### config.mk
export PLATFORM = sky130hd
export DESIGN_NAME = asrp_serial_port
export DESIGN_NICKNAME = d
export VERILOG_FILES = /design/src/inc/asrp_pkg.sv /design/src/design/asrp_mux_decode.sv /design/src/design/asrp_serial_port.sv
export VERILOG_INCLUDE_DIRS = /design/src /design/src/inc
export SDC_FILE = /design/constraint.sdc
export NUM_CORES = 1
export LEC_CHECK = 0
export BUFFER_PORTS_ARGS = -buffer_cell sky130_fd_sc_hd__buf_2
export CORE_ASPECT_RATIO = 1.1
export CORE_MARGIN = 2
export CORE_UTILIZATION = 45
export CTS_CLUSTER_SIZE = 14
export DETAILED_ROUTE_END_ITERATION = 16
export HOLD_SLACK_MARGIN = 0.05
export MAX_ROUTING_LAYER = met4
export PLACE_DENSITY_LB_ADDON = 0.25
export REMOVE_ABC_BUFFERS = 1
export SLEW_MARGIN = 5
export SYNTH_ARGS = -nofsm -noshare
export SYNTH_HDL_FRONTEND = slang
export SYNTH_SLANG_ARGS = --single-unit
### constraint.sdc
create_clock -name ref_clk_i -period 6 [get_ports ref_clk_i]
set_input_delay 0.3 -clock ref_clk_i [delete_from_list [all_inputs] [get_ports ref_clk_i]]
set_output_delay 0.3 -clock ref_clk_i [all_outputs]
set_load 0.01 [all_outputs]
### src/inc/asrp_regs.svh
/*
 * Register offsets, field positions, reset values and timing counts for the
 * serial register port of the data-acquisition converter.
 * Assumes inclusion by bare name from the serial port design file.
 */
// Notes on behaviour
// [RQ1] Host lowers select before first active clock edge.
// [RQ2] Seven more active edges latch remaining instruction bits.
// [RQ3] Select high resets the serial interface state.
// [RQ4] Conversion starts on second converter-clock fall after write.
// [RQ5] Sixteen-bit write loads both registers at once.
// [RQ6] Second byte address is first address XOR one.
// [RQ7] Read data driven from next non-active edge.
// [RQ8] Read bits change only on non-active edges.
// [RQ9] Two-wire data pin released after last read edge.
// [RQ10] Output pin floats only while select is high.
// [RQ11] After read, next eight edges form instruction.
// [RQ12] Read byte reflects registers at its first edge.
// [RQ13] Mux setting from direct instruction or gain/mux register.
// [RQ14] Mux mode bit: zero differential, one single-ended.
// [RQ15] Differential pair from two bits, polarity bit swaps.
// [RQ16] Single-ended line n from three-bit code n.
// [RQ17] Registers eight bits wide, all cleared on reset.
// [RQ18] Result low byte: bits five..zero, zero, over-range.
// [RQ19] Result is two's complement by default.
// [RQ20] Shift order set by serial control bit-order bits.
// [RQ21] Over-range set on amplifier limit, details in register two.
// [RQ22] Instruction: mode, read, sixteen-bit, five-bit address.
// [RQ23] Eight-bit write to register zero resets everything.
// [RQ24] Write data committed only after final data edge.
`ifndef ASRP_REGS_SVH
`define ASRP_REGS_SVH

// ********************************************************************
// Register addresses.
// ********************************************************************
`define ASRP_ADDR_RES_LO   5'h00
`define ASRP_ADDR_RES_HI   5'h01
`define ASRP_ADDR_AMP_VLD  5'h02
`define ASRP_ADDR_ADC_CTL  5'h03
`define ASRP_ADDR_GAIN_MUX 5'h04
`define ASRP_ADDR_DIO_ST   5'h05
`define ASRP_ADDR_DIO_DIR  5'h06
`define ASRP_ADDR_REF_OSC  5'h07
`define ASRP_ADDR_SER_CTL  5'h18
`define ASRP_ADDR_ID       5'h1F

// ********************************************************************
// Field positions and constants.
// ********************************************************************
`define ASRP_INS_DIRECT    7
`define ASRP_INS_READ      6
`define ASRP_INS_WIDE      5
`define ASRP_CNV_BIT       7
`define ASRP_BIN_BIT       5
`define ASRP_SER_LSB_HI    7
`define ASRP_SER_LSB_LO    0
`define ASRP_SER_2W_HI     6
`define ASRP_SER_2W_LO     1
`define ASRP_BIN_FLIP      14'h2000
`define ASRP_LAST_BIT      4'h7
`define ASRP_CONVERTER_CLOCK_FALLS    1'h1
`define ASRP_REG_RST       8'h00

`endif

### src/inc/asrp_pkg.sv
/*
 * Types of the serial register port: serial state machine and the packed
 * state record that the port registers as a whole.
 * Assumes asrp_regs.svh is on the include path.
 */
package asrp_pkg;

	// ********************************************************************
	// Serial state machine; instruction -> write flips one bit, instruction -> read flips both.
	// ********************************************************************
	typedef enum logic [1:0] {
		ASRP_S_INSTR = 2'h0,
		ASRP_S_WDATA = 2'h1,
		ASRP_S_RDATA = 2'h3
	} asrp_fsm_e;

	// ********************************************************************
	// Whole state of the port.
	// ********************************************************************
	typedef struct packed {
		logic [1:0]  sel_p;    // Select synchroniser, [0] first stage.
		logic [1:0]  ck_p;     // Serial clock synchroniser.
		logic        ck_d;     // Serial clock history for edge finding.
		logic [1:0]  di_p;     // Serial data synchroniser.
		logic [1:0]  es_p;     // Edge-select synchroniser.
		logic [1:0]  dc_p;     // Converter clock synchroniser.
		logic        dc_d;
		asrp_fsm_e   fsm;
		logic [3:0]  bit_cnt;
		logic [7:0]  sh;       // Incoming bits, in arrival order.
		logic [7:0]  wfirst;   // First byte of a wide write, held back.
		logic [4:0]  addr;
		logic        wide;
		logic        second;
		logic [7:0]  rd_sh;    // Outgoing bits, next bit in [7].
		logic        dout;
		logic        din_en;
		logic        rel_pend;
		logic        arm;
		logic        dcnt;
		logic        busy;
		logic        start;
		logic [7:0]  r_adc;
		logic [6:0]  r_gmux;
		logic [3:0]  r_dio;
		logic [3:0]  r_dir;
		logic [7:0]  r_ref;
		logic [7:0]  r_ser;
		logic [7:0]  res_lo;
		logic [7:0]  res_hi;
		logic [5:0]  amp_vld;
	} asrp_state_s;

endpackage

### src/design/asrp_mux_decode.sv
/*
 * Input multiplexer decode: turns the four-bit mux setting into the
 * positive and negative analog line numbers.
 * Assumes a registered setting on its input.
 */
module asrp_mux_decode
	import asrp_pkg::*;
(
	// Setting.
	input  wire logic [3:0] mux_cfg_i,
	// Decoded lines.
	output logic      [2:0] pos_line_o,
	output logic      [2:0] neg_line_o,
	output logic            single_ended_o
);

	// ********************************************************************
	// Decode.
	// ********************************************************************
	// Differential pairs are lines 2k and 2k+1; the polarity bit picks which
	// of the two is positive, so the negative line is always its partner.
	always_comb begin
		single_ended_o = mux_cfg_i[3]; // RQ14
		if (mux_cfg_i[3]) begin
			pos_line_o = mux_cfg_i[2:0]; // RQ16
			neg_line_o = 3'h0;           // Ignored: measured against ground.
		end else begin
			pos_line_o = {mux_cfg_i[1:0], mux_cfg_i[2]};  // RQ15
			neg_line_o = {mux_cfg_i[1:0], ~mux_cfg_i[2]}; // RQ15
		end
	end

endmodule // asrp_mux_decode

### src/design/asrp_serial_port.sv
/*
 * Serial register port of the data-acquisition converter: instruction,
 * write and read framing, the register file, conversion start timing and
 * result capture.
 * Assumes serial pins and the converter clock arrive unsynchronised, and
 * that the conversion engine reports on ref_clk_i.
 */
`include "asrp_regs.svh"

module asrp_serial_port
	import asrp_pkg::*;
#(
	parameter logic [7:0] ID_VALUE = 8'h3C // Arbitrary identification value.
) (
	// Clock, reset, enable.
	input  wire logic        ref_clk_i,
	input  wire logic        rst_n_i,
	input  wire logic        ce_i,
	// Serial pins.
	input  wire logic        cs_n_i,
	input  wire logic        sclk_i,
	input  wire logic        edge_rise_i,
	input  wire logic        din_i,
	output logic             din_o,
	output logic             din_oe_n_o,
	output logic             dout_o,
	output logic             dout_oe_n_o,
	// Conversion engine.
	input  wire logic        converter_clock_i,
	input  wire logic        conv_done_i,
	input  wire logic [13:0] conv_result_i,
	input  wire logic        over_range_i,
	input  wire logic [5:0]  amp_valid_i,
	output logic             conv_start_o,
	output logic             convert_busy_o,
	// Configuration.
	output logic [2:0]       gain_o,
	output logic [2:0]       pos_line_o,
	output logic [2:0]       neg_line_o,
	output logic             single_ended_o,
	output logic [1:0]       clk_div_o,
	output logic [3:0]       dio_state_o,
	output logic [3:0]       dio_dir_o,
	output logic [7:0]       ref_ctrl_o
);

	asrp_state_s st_reg;
	asrp_state_s st_next;
	logic        sel;
	logic        act;
	logic        nact;
	logic        dfall;
	logic        lsb_first;
	logic        two_wire;
	logic [7:0]  shin;
	logic [7:0]  byte_in;
	logic [7:0]  rfr;
	logic        rst_cmd;
	logic        wr_en;
	logic        wr_wide;
	logic [4:0]  wr_addr;
	logic [7:0]  wr_data;

	// ********************************************************************
	// Helpers.
	// ********************************************************************
	// Bit order reversal for the least-significant-first mode.
	function automatic logic [7:0] ord(input logic [7:0] v, input logic lsb);
		logic [7:0] r;
		r = v;
		if (lsb) begin
			for (int i = 0; i < 8; i++) begin
				r[i] = v[7 - i];
			end
		end
		return r;
	endfunction

	// Register read view; the busy flag shows in the convert bit position.
	function automatic logic [7:0] rd(input asrp_state_s s, input logic [4:0] a);
		logic [7:0] v;
		v = `ASRP_REG_RST;
		case (a)
			`ASRP_ADDR_RES_LO:   v = s.res_lo;
			`ASRP_ADDR_RES_HI:   v = s.res_hi;
			`ASRP_ADDR_AMP_VLD:  v = {2'h0, s.amp_vld}; // RQ21
			`ASRP_ADDR_ADC_CTL:  v = s.r_adc;
			`ASRP_ADDR_GAIN_MUX: v = {s.busy, s.r_gmux};
			`ASRP_ADDR_DIO_ST:   v = {s.busy, 3'h0, s.r_dio};
			`ASRP_ADDR_DIO_DIR:  v = {4'h0, s.r_dir};
			`ASRP_ADDR_REF_OSC:  v = s.r_ref;
			`ASRP_ADDR_SER_CTL:  v = s.r_ser;
			`ASRP_ADDR_ID:       v = ID_VALUE;
			default:             v = `ASRP_REG_RST;
		endcase
		return v;
	endfunction

	// Register write; a convert bit in gain/mux or digital I/O arms a start.
	function automatic asrp_state_s put(input asrp_state_s s, input logic [4:0] a,
			input logic [7:0] d);
		asrp_state_s r;
		r = s;
		case (a)
			`ASRP_ADDR_ADC_CTL:  r.r_adc = d;
			`ASRP_ADDR_GAIN_MUX: r.r_gmux = d[6:0];
			`ASRP_ADDR_DIO_ST:   r.r_dio = d[3:0];
			`ASRP_ADDR_DIO_DIR:  r.r_dir = d[3:0];
			`ASRP_ADDR_REF_OSC:  r.r_ref = d;
			`ASRP_ADDR_SER_CTL:  r.r_ser = d;
			default:             r.r_adc = s.r_adc; // Read-only or unmapped.
		endcase
		if (d[`ASRP_CNV_BIT] && (a == `ASRP_ADDR_GAIN_MUX || a == `ASRP_ADDR_DIO_ST)) begin
			r.arm = 1'b1;
			r.dcnt = 1'b0;
		end
		return r;
	endfunction

	// ********************************************************************
	// Edge finding on synchronised pins.
	// ********************************************************************
	// Only the second synchroniser stages are looked at here.
	assign sel       = st_reg.sel_p[1];
	assign act       = st_reg.es_p[1] ? (st_reg.ck_p[1] & ~st_reg.ck_d)
	                                  : (~st_reg.ck_p[1] & st_reg.ck_d);
	assign nact      = (st_reg.ck_p[1] != st_reg.ck_d) & ~act;
	assign dfall     = ~st_reg.dc_p[1] & st_reg.dc_d;
	assign lsb_first = st_reg.r_ser[`ASRP_SER_LSB_HI] | st_reg.r_ser[`ASRP_SER_LSB_LO]; // RQ20
	assign two_wire  = st_reg.r_ser[`ASRP_SER_2W_HI] | st_reg.r_ser[`ASRP_SER_2W_LO];
	assign shin      = {st_reg.sh[6:0], st_reg.di_p[1]};
	assign byte_in   = ord(shin, lsb_first);
	// Refresh value of the byte under way, taken at its first active edge.
	assign rfr       = ord(rd(st_reg, st_reg.addr ^ {4'h0, st_reg.second}), lsb_first);

	// ********************************************************************
	// Next-state logic.
	// ********************************************************************
	// The whole port advances in one process so that a wide write, a reset
	// command and a conversion start all see one consistent snapshot.
	always_comb begin
		st_next = st_reg;
		rst_cmd = 1'b0;
		wr_en = 1'b0;
		wr_wide = 1'b0;
		wr_addr = st_reg.addr;
		wr_data = byte_in;
		st_next.sel_p = {st_reg.sel_p[0], ~cs_n_i};
		st_next.ck_p = {st_reg.ck_p[0], sclk_i};
		st_next.ck_d = st_reg.ck_p[1];
		st_next.di_p = {st_reg.di_p[0], din_i};
		st_next.es_p = {st_reg.es_p[0], edge_rise_i};
		st_next.dc_p = {st_reg.dc_p[0], converter_clock_i};
		st_next.dc_d = st_reg.dc_p[1];
		st_next.start = 1'b0;
		// Conversion start timing against converter clock falls.
		if (st_reg.arm && dfall) begin
			if (st_reg.dcnt == `ASRP_CONVERTER_CLOCK_FALLS) begin
				st_next.start = 1'b1; // RQ4
				st_next.busy = 1'b1;
				st_next.arm = 1'b0;
			end else begin
				st_next.dcnt = `ASRP_CONVERTER_CLOCK_FALLS;
			end
		end
		// Result capture; binary format flips the sign bit of the result.
		if (conv_done_i) begin
			st_next.busy = st_next.start; // A start in the same cycle wins.
			{st_next.res_hi, st_next.res_lo[7:2]} = conv_result_i
				^ (st_reg.r_adc[`ASRP_BIN_BIT] ? `ASRP_BIN_FLIP : 14'h0000); // RQ19
			st_next.res_lo[1] = 1'b0;                                        // RQ18
			st_next.res_lo[0] = over_range_i | (|amp_valid_i);               // RQ21
			st_next.amp_vld = amp_valid_i;
		end
		if (!sel) begin
			// Deselected: serial interface returns to its idle state.
			st_next.fsm = ASRP_S_INSTR; // RQ3
			st_next.bit_cnt = 4'h0;
			st_next.second = 1'b0;
			st_next.din_en = 1'b0;
			st_next.rel_pend = 1'b0;
		end else begin
			if (nact && st_reg.rel_pend) begin
				st_next.din_en = 1'b0; // RQ9
				st_next.rel_pend = 1'b0;
			end
			case (st_reg.fsm)
				ASRP_S_INSTR: begin
					if (act) begin
						st_next.sh = shin; // RQ2
						st_next.bit_cnt = st_reg.bit_cnt + 4'h1;
						if (st_reg.bit_cnt == `ASRP_LAST_BIT) begin
							st_next.bit_cnt = 4'h0;
							st_next.second = 1'b0;
							st_next.addr = byte_in[4:0]; // RQ22
							st_next.wide = byte_in[`ASRP_INS_WIDE];
							if (byte_in[`ASRP_INS_DIRECT]) begin
								// Direct start: instruction carries gain and mux.
								wr_en = 1'b1; // RQ13
								wr_addr = `ASRP_ADDR_GAIN_MUX;
								wr_data = {1'b1, byte_in[6:0]};
							end else if (byte_in[`ASRP_INS_READ]) begin
								st_next.rd_sh = ord(rd(st_reg, byte_in[4:0]), lsb_first);
								st_next.fsm = ASRP_S_RDATA; // RQ7
							end else if (!byte_in[`ASRP_INS_WIDE]
									&& byte_in[4:0] == `ASRP_ADDR_RES_LO) begin
								rst_cmd = 1'b1; // RQ23
							end else begin
								st_next.fsm = ASRP_S_WDATA;
							end
						end
					end
				end
				ASRP_S_WDATA: begin
					if (act) begin
						st_next.sh = shin; // RQ24
						st_next.bit_cnt = st_reg.bit_cnt + 4'h1;
						if (st_reg.bit_cnt == `ASRP_LAST_BIT) begin
							st_next.bit_cnt = 4'h0;
							if (st_reg.wide && !st_reg.second) begin
								st_next.wfirst = byte_in;
								st_next.second = 1'b1;
							end else begin
								wr_en = 1'b1; // RQ24
								wr_wide = st_reg.wide;
								st_next.fsm = ASRP_S_INSTR;
							end
						end
					end
				end
				ASRP_S_RDATA: begin
					if (nact) begin
						// Bits move only here, so they are stable at active edges.
						st_next.dout = st_reg.rd_sh[7]; // RQ8
						st_next.rd_sh = {st_reg.rd_sh[6:0], 1'b0};
						st_next.din_en = two_wire; // RQ9
					end
					if (act) begin
						st_next.bit_cnt = st_reg.bit_cnt + 4'h1;
						if (st_reg.bit_cnt == 4'h0) begin
							// First bit already left; refresh the rest now.
							st_next.rd_sh = {rfr[6:0], 1'b0}; // RQ12
						end
						if (st_reg.bit_cnt == `ASRP_LAST_BIT) begin
							st_next.bit_cnt = 4'h0;
							if (st_reg.wide && !st_reg.second) begin
								st_next.second = 1'b1;
								st_next.rd_sh = ord(rd(st_reg, st_reg.addr ^ 5'h01), lsb_first); // RQ6
							end else begin
								st_next.second = 1'b0;
								st_next.rel_pend = st_reg.din_en;
								st_next.fsm = ASRP_S_INSTR; // RQ11
							end
						end
					end
				end
				default: begin
					st_next.fsm = ASRP_S_INSTR;
				end
			endcase
		end
		// Register commit: a wide write lands both bytes in the same cycle.
		if (wr_en) begin
			if (wr_wide) begin
				st_next = put(put(st_next, wr_addr, st_reg.wfirst), wr_addr ^ 5'h01,
					wr_data); // RQ5
			end else begin
				st_next = put(st_next, wr_addr, wr_data);
			end
		end
		// Reset command clears everything except the pin synchronisers, the clock edge history and the
		// data bit, which may only move on a non-active edge.
		if (rst_cmd) begin
			st_next = '0; // RQ17
			st_next.sel_p = st_reg.sel_p;
			st_next.ck_p = st_reg.ck_p;
			st_next.ck_d = st_reg.ck_d;
			st_next.di_p = st_reg.di_p;
			st_next.es_p = st_reg.es_p;
			st_next.dc_p = st_reg.dc_p;
			st_next.dc_d = st_reg.dc_d;
			st_next.dout = st_reg.dout; // RQ8
		end
	end

	// ********************************************************************
	// State register.
	// ********************************************************************
	// All registers clear to zero at reset, which also leaves the pins floating.
	always_ff @(posedge ref_clk_i or negedge rst_n_i) begin
		if (!rst_n_i) begin
			st_reg <= '0; // RQ17
		end else if (ce_i) begin
			st_reg <= st_next;
		end
	end

	// ********************************************************************
	// Outputs.
	// ********************************************************************
	// The output pin is driven for as long as the port is selected.
	assign dout_oe_n_o    = ~sel; // RQ10
	assign dout_o         = st_reg.dout;
	assign din_o          = st_reg.dout;
	assign din_oe_n_o     = ~st_reg.din_en;
	assign conv_start_o   = st_reg.start;
	assign convert_busy_o = st_reg.busy;
	assign gain_o         = st_reg.r_gmux[6:4];
	assign clk_div_o      = st_reg.r_adc[1:0];
	assign dio_state_o    = st_reg.r_dio;
	assign dio_dir_o      = st_reg.r_dir;
	assign ref_ctrl_o     = st_reg.r_ref;

	// Mux decode of the gain/mux register low nibble.
	asrp_mux_decode u_mux (
		.mux_cfg_i      (st_reg.r_gmux[3:0]),
		.pos_line_o     (pos_line_o),
		.neg_line_o     (neg_line_o),
		.single_ended_o (single_ended_o)
	);
endmodule // asrp_serial_port

Word-level counts from Yosys, hierarchy flattened
Cells that the tools add are included.
Widths: inputs -> output; s select.
{ "word_totals": {"regBits": 117, "in_bits": 30, "out_inout_bits": 34, "word_cells": 246} }
{ "op_classes": {"addsub": 1, "n_eq_ne": 43, "n_mux": 114, "n_bitwise": 20, "n_reduce_logical": 37} }
{ "op_table": {"columns": ["cell", "count"], "rows": [
  ["$pmux 8 s10", 3],
  ["$mux 8", 24],
  ["$mux 65", 2],
  ["$mux 105", 1],
  ["$eq 5x3->1 const B", 20],
  ["$mux 22", 3],
  ["$eq 5x2->1 const B", 8],
  ["$eq 5x5->1 const B", 8],
  ["$reduce_bool 3->1", 12],
  ["$pmux 8 s2", 2],
  ["$mux 1", 30],
  ["$mux 10", 3],
  ["$mux 15", 2],
  ["$mux 6", 5],
  ["$mux 14", 2],
  ["$mux 4", 7],
  ["$mux 7", 4],
  ["$mux 9", 3],
  ["$mux 5", 5],
  ["$reduce_and 4->1", 6],
  ["$mux 2", 11],
  ["$eq 5x1->1 const B", 3],
  ["$logic_not 5->1", 3],
  ["$xor 14x14->14", 1],
  ["22 further kinds", 47]
]} }

Depth between registers and ports, before layout
{ "depth": {"ltp_word": 18, "ltp_mapped": 11} }

Modules after synthesis
Synthesis repeated with hierarchy kept, for this count alone.
{ "hier_totals": {"cells_unflattened": 949, "area_unflattened_um2": 8220.4} }
{ "by_module_without_submodules": {"columns": ["mod", "instances", "cells_each", "area_each_um2", "seq_area_each_um2"], "rows": [
  ["asrp_serial_port", 1, 942, 8157.8, 2877.8],
  ["asrp_mux_decode", 1, 7, 62.6, 0.0]
]} }

Worst setup path after synthesis
Ideal clock, no wire load.
{ "synth_path": {"kind": "reg2reg", "from": "reg st_reg[76] (netlist name)", "to": "reg st_reg[72] (netlist name)", "setup_ns": 0.134, "arrival_time_ns": 2.324, "required_time_ns": 5.866, "setup_slack_ns": 3.542, "path_stages_with_launch": 10, "path_buffers": 2, "synth_period_minus_slack_ns": 2.458, "cell_sequence": "dfrtp_1 > clkbuf_2 > xnor2_1 > buf_2 > mux2_2 > a221oi_1 > nor4b_1 > a211oi_1 > o211ai_1 > o211ai_1"} }
{ "synth_via": {"elab_chain_cells": 11, "word_cells_on_any_way": 22, "classes_between": "eq/ne: 9; mux: 9; bitwise: 1; reduce/logical: 3"} }
{ "synth_lines": {"columns": ["item", "line", "text"], "rows": [
  ["start: declaration", "asrp_serial_port.sv:47", "asrp_state_s st_reg;"],
  ["start signal: assignment", "asrp_serial_port.sv:294", "st_reg <= st_next;"],
  ["$xor 5x1->5", "asrp_serial_port.sv:134", "assign rfr = ord(rd(st_reg, st_reg.addr ^ {4'h0, st_reg.second}), lsb_first);"],
  ["$eq 5x5->1 (tied with other cells)", "asrp_serial_port.sv:83", "case (a)"],
  ["$pmux 8 s10", "asrp_serial_port.sv:83", null],
  ["$mux 7", "asrp_serial_port.sv:71", "if (lsb) begin"],
  ["$mux 8", "asrp_serial_port.sv:240", "if (st_reg.bit_cnt == 4'h0) begin"],
  ["$mux 8", "asrp_serial_port.sv:246", "if (st_reg.wide && !st_reg.second) begin"],
  ["$mux 9 (*)", "asrp_serial_port.sv:244", "if (st_reg.bit_cnt == `ASRP_LAST_BIT) begin"],
  ["$mux 9 (*)", "asrp_serial_port.sv:238", "if (act) begin"],
  ["$pmux 8 s2 (*)", "asrp_serial_port.sv:187", "case (st_reg.fsm)"],
  ["$mux 9 (*)", "asrp_serial_port.sv:175", "if (!sel) begin"],
  ["$mux 105 (*)", "asrp_serial_port.sv:273", "if (rst_cmd) begin"]
]} }
Every way passes the cells marked *; elsewhere a longest branch is shown, timed or not.
A chain may end at the register's enable or synchronous reset.

Worst setup path after layout
{ "layout_path": {"from": "reg st_reg[112] (netlist name)", "to": "reg st_reg[46] (netlist name)"} }
{ "layout_via": {"elab_chain_cells": 12, "word_cells_on_any_way": 32, "classes_between": "eq/ne: 2; mux: 22; bitwise: 4; reduce/logical: 4"} }
{ "layout_lines": {"columns": ["item", "line", "text"], "rows": [
  ["$not 1->1", "asrp_serial_port.sv:125", "assign act = st_reg.es_p[1] ? (st_reg.ck_p[1] & ~st_reg.ck_d)"],
  ["$and 1x1->1", "asrp_serial_port.sv:125", null],
  ["$mux 1 (*)", "asrp_serial_port.sv:125", null],
  ["$mux 5", "asrp_serial_port.sv:189", "if (act) begin"],
  ["$mux 5", "asrp_serial_port.sv:187", null],
  ["$mux 5", "asrp_serial_port.sv:175", null],
  ["$not 1->1 (no line)", null, null],
  ["$eq 5x3->1", "asrp_serial_port.sv:104", "case (a)"],
  ["$mux 7", "asrp_serial_port.sv:104", null],
  ["$mux 65", "asrp_serial_port.sv:264", "if (wr_wide) begin"],
  ["$mux 65", "asrp_serial_port.sv:263", "if (wr_en) begin"],
  ["$mux 105", "asrp_serial_port.sv:273", null]
]} }
Every way passes the cells marked *; elsewhere a longest branch is shown, timed or not. The select of a mux whose other input is x is not followed.

==> results.yml <==
timing:
  max_freq_mhz: 268
  finClkSkew_ns: 0.00768
  tightest_slew_ns: 1.31
  maxSlewHeadroom: 0.101
  post_layout_min_period_ns: 3.73
  hold_viol_final: 0
  drv_slew: 0
  setup_repair_after_global_routing_missed_its_margin: "no"
  finalSetupViolCount: 0
  setup_tns_ns: 0
  timing.final.ws_setup_ns: 2.27
  timing.final.crit_share: 0.622
synth:
  post_synth_mux_area_share: 0.0816
  synth_enable_flop_cells: 0
  synth_seq_area_share: 0.347
  share_of_flip_flops_with_an_asynchronous_set_or_reset: 1.00
  post_synth_fa_ha_maj_area_fraction: 0.00604
  synth-seq-cells: 115
  synth.distinct_cells: 84
  synthesis.area_per_instance_sq_um: 8.55
  cell_accounting_for_the_most_synthesized_area: "dfrtp_1"
  synth_top_area_frac: 0.347
  combinational_family_with_the_most_area_after_synthesis: "compound AO/OA/AOI/OAI gates"
  synth_cells: 970
  ys_top_cells_by_area: "dfrtp_1, nand2_1, mux2_2"
  yosys.area_share.simple: 0.211
  flip_flop_cell_with_the_highest_count_after_synthesis: "dfrtp_1"
  synthXorXnorAreaFrac: 0.00317
  ys_warn_count: 0
  synthesis.area_sq_mm: 0.00829
  synthesized_area_fraction_occupied_by_ao_oa_aoi_and_oai_cells: 0.286
finish:
  drive_gt1_frac: 0.185
  final-instance-count-excl-fill: 1228
  layout.cells.most_common_list: "nand2_1, dfrtp_1, o21ai_0"
  multi_input_area_sq_mm: 0.00489
  fillCellCount: 1766
  layout_commonest_cell: "nand2_1"
  syn2layout_area_growth_pct: 10.9
  finalInstanceArea_sq_mm: 0.00919
  final_net_count: 1005
  largest_reg_flops: 82
  sequential_cell_area_sq_mm: 0.00288
drt:
  via_count: 8088
  routed_via_density: 6.59
  drt_iter0_drc: 951
  drc_violations: 0
  detailedRoute.firstPassIterationCount: 6
  routedWlPerCell_um: 23.9
  totalWireLength_um: 29300
  drt.antenna.violating_nets: 0
clock_network:
  ctsHtreeMaxLevel: 4
  clock-sinks: 115
  clkLatencyLatePin_ns: 0.42
  clk_transition_reported_paths_ns: 0.06
  clock_path_buffers: 2
  clockRootBuffer: "clkbuf_16"
  cts_inserted_buffers: 17
  tritoncts: "built"
  cts_resized: 0
pwr:
  power_density_mw_per_mm2: 309
  power.share.clock: 0.393
  sequentialPowerShare: 0.332
  power_report.internal_total_uw: 1830
  power.net_switching_uw: 1010
  design_power_total_uw: 2840
  power_frac_comb: 0.275
  sw_frac_of_total: 0.355
  irDropWorstVdd_uv: 199
  power.static_leakage_uw: 0.00389
worst_setup_path:
  worstPathArrival_ns: 3.99
  crit_path_start_kind: "register"
  setup.worst_path.class: "reg2reg"
  worstSetupEndpointType: "register"
  worst-endpoint-required_ns: 6.26
  crit_fanout: 20
global_route:
  grtUsageTotal: 0.314
  grt_start_max_net_pins: 64
  antenna_found_initial: 1
  number_of_global_route_vias_before_repair: 7502
  wire_length_of_the_first_global_routing_pass_um: 45700
  overflow: 0
floorplanning:
  die_h_um: 146
  floorplan.die.width_um: 133
  core_area_sq_mm: 0.0182
  pin_count: 64
  floorplan.initialDensity: 0.455
  std_cell_rows: 52
  dieArea_sq_mm: 0.0195
flow_run:
  cap_violations: 0
placed_design:
  dp_slack_ns: 2.33
  place.port_buffers: 63
  numPlacedInstances: 1194
  post-dp-hpwl_um: 21200
  place_area_sq_mm: 0.00854
  place_congestion: 1.04
worst_hold_path:
  timing.hold.worst.class: "in2reg"
status:
  result_of_the_run: "complete, no violations"
==> cells in the mapped netlist, drive strengths merged (6+ instances only) <==
cell and count:
nand3b 6, nor2 59, buf 46, and3 16
nor3b 13, inv 13, a21oi 65, clkbuf 49
a21o 15, o21a 6, o22ai 7, nand3 26
dfrtp 115, o31ai 32, or2 7, nand4 6
a22oi 9, a32oi 8, nor2b 10, nor3 21
nand2 129, mux2i 26, mux2 33, and2 11
a211oi 8, a22o 26, a221o 10, nand2b 7
a221oi 6, a31oi 8, nor4 16, o21ai 75
a2111oi 12
==> per-stage QoR <==
stage / utilization / hold WS (ns)
2_1_floorplan: - / 0.00441
3_3_place_gp: 0.469 / 0.404
3_5_place_dp: 0.469 / 0.408
4_1_cts: 0.504 / 0.0549
5_1_grt: 0.505 / 0.0566
6_report: 0.505 / 0.0649
==> timing repair <==
action | 4_1_cts | 5_1_grt
hold buffers | 1 | 0
setup buffers | 0 | 0
endpoints found under the hold margin | 52 | 0
==> power groups by stage <==
stage,sequential [uW],combinational (uW),clock (uW)
6_report,944,781,1120
5_1_grt,954,845,1170
4_1_cts,940,763,1130
3_5_place_dp,953,760,0
3_3_place_gp,953,760,0
2_1_floorplan,914,513,0
==> kinds of logic after synthesis <==
group	count (synthesis)
buf+inv	109
mux	61
simple gates	346
xor+xnor	3
flops	115
compound gates	332
fa+ha+maj	4
==> layout make-up <==
type / count / share of cell area
antenna: 1 / 0.000272
clock buffer: 21 / 0.0512
clock inverter: 11 / 0.0189
inverter: 14 / 0.00572
multi-input combinational: 746 / 0.532
sequential: 115 / 0.313
tap: 243 / 0.0331
timing repair buffer: 77 / 0.0463
==> layer usage <==
| metal | vias to the layer above | part of all wire | global-route usage |
|---|---|---|---|
| met2 | 443 | 0.44 | 0.448 |
| met1 | 3899 | 0.42 | 0.418 |
| li1 | 3647 | - | - |
| met4 | 0 | 0.056 | 0.167 |
| met5 | - | 0 | - |
| met3 | 99 | 0.081 | 0.0649 |
==> path summary, 6_finish.rpt <==
| check | startpoint | to | slack [ns] | cells after the start |
|---|---|---|---|---|
| setup reg to reg | st_reg[112]$_DFFE_PN0P_ | st_reg[46]$_DFFE_PN0P_ | 2.27 | 9 |
| min in group asynchronous | rst_n_i | st_reg[73]$_DFFE_PN0P_ | 0.47 | 2 |
| setup / recovery | st_reg[112]$_DFFE_PN0P_ | st_reg[46]$_DFFE_PN0P_ | 2.27 | 9 |
| hold / removal | cs_n_i | st_reg[115]$_DFFE_PN0P_ | 0.06 | 2 |
| max in group asynchronous | rst_n_i | dio_state_o[1]$_DFFE_PN0P_ | 4.27 | 3 |
| hold reg to reg | st_reg[115]$_DFFE_PN0P_ | st_reg[115]$_DFFE_PN0P_ | 0.48 | 2 |
==> critical path, stage by stage (launching register included) <==
cell      delay [ns]
dfrtp_1         0.36
inv_1           0.05
ha_1            0.19
mux2_2          0.43
nand2_2         0.19
a2111o_1        0.71
buf_4           0.40
a21oi_1         0.10
o221ai_1        0.89
o21ai_0         0.22
(Power assumes the default switching activity.)
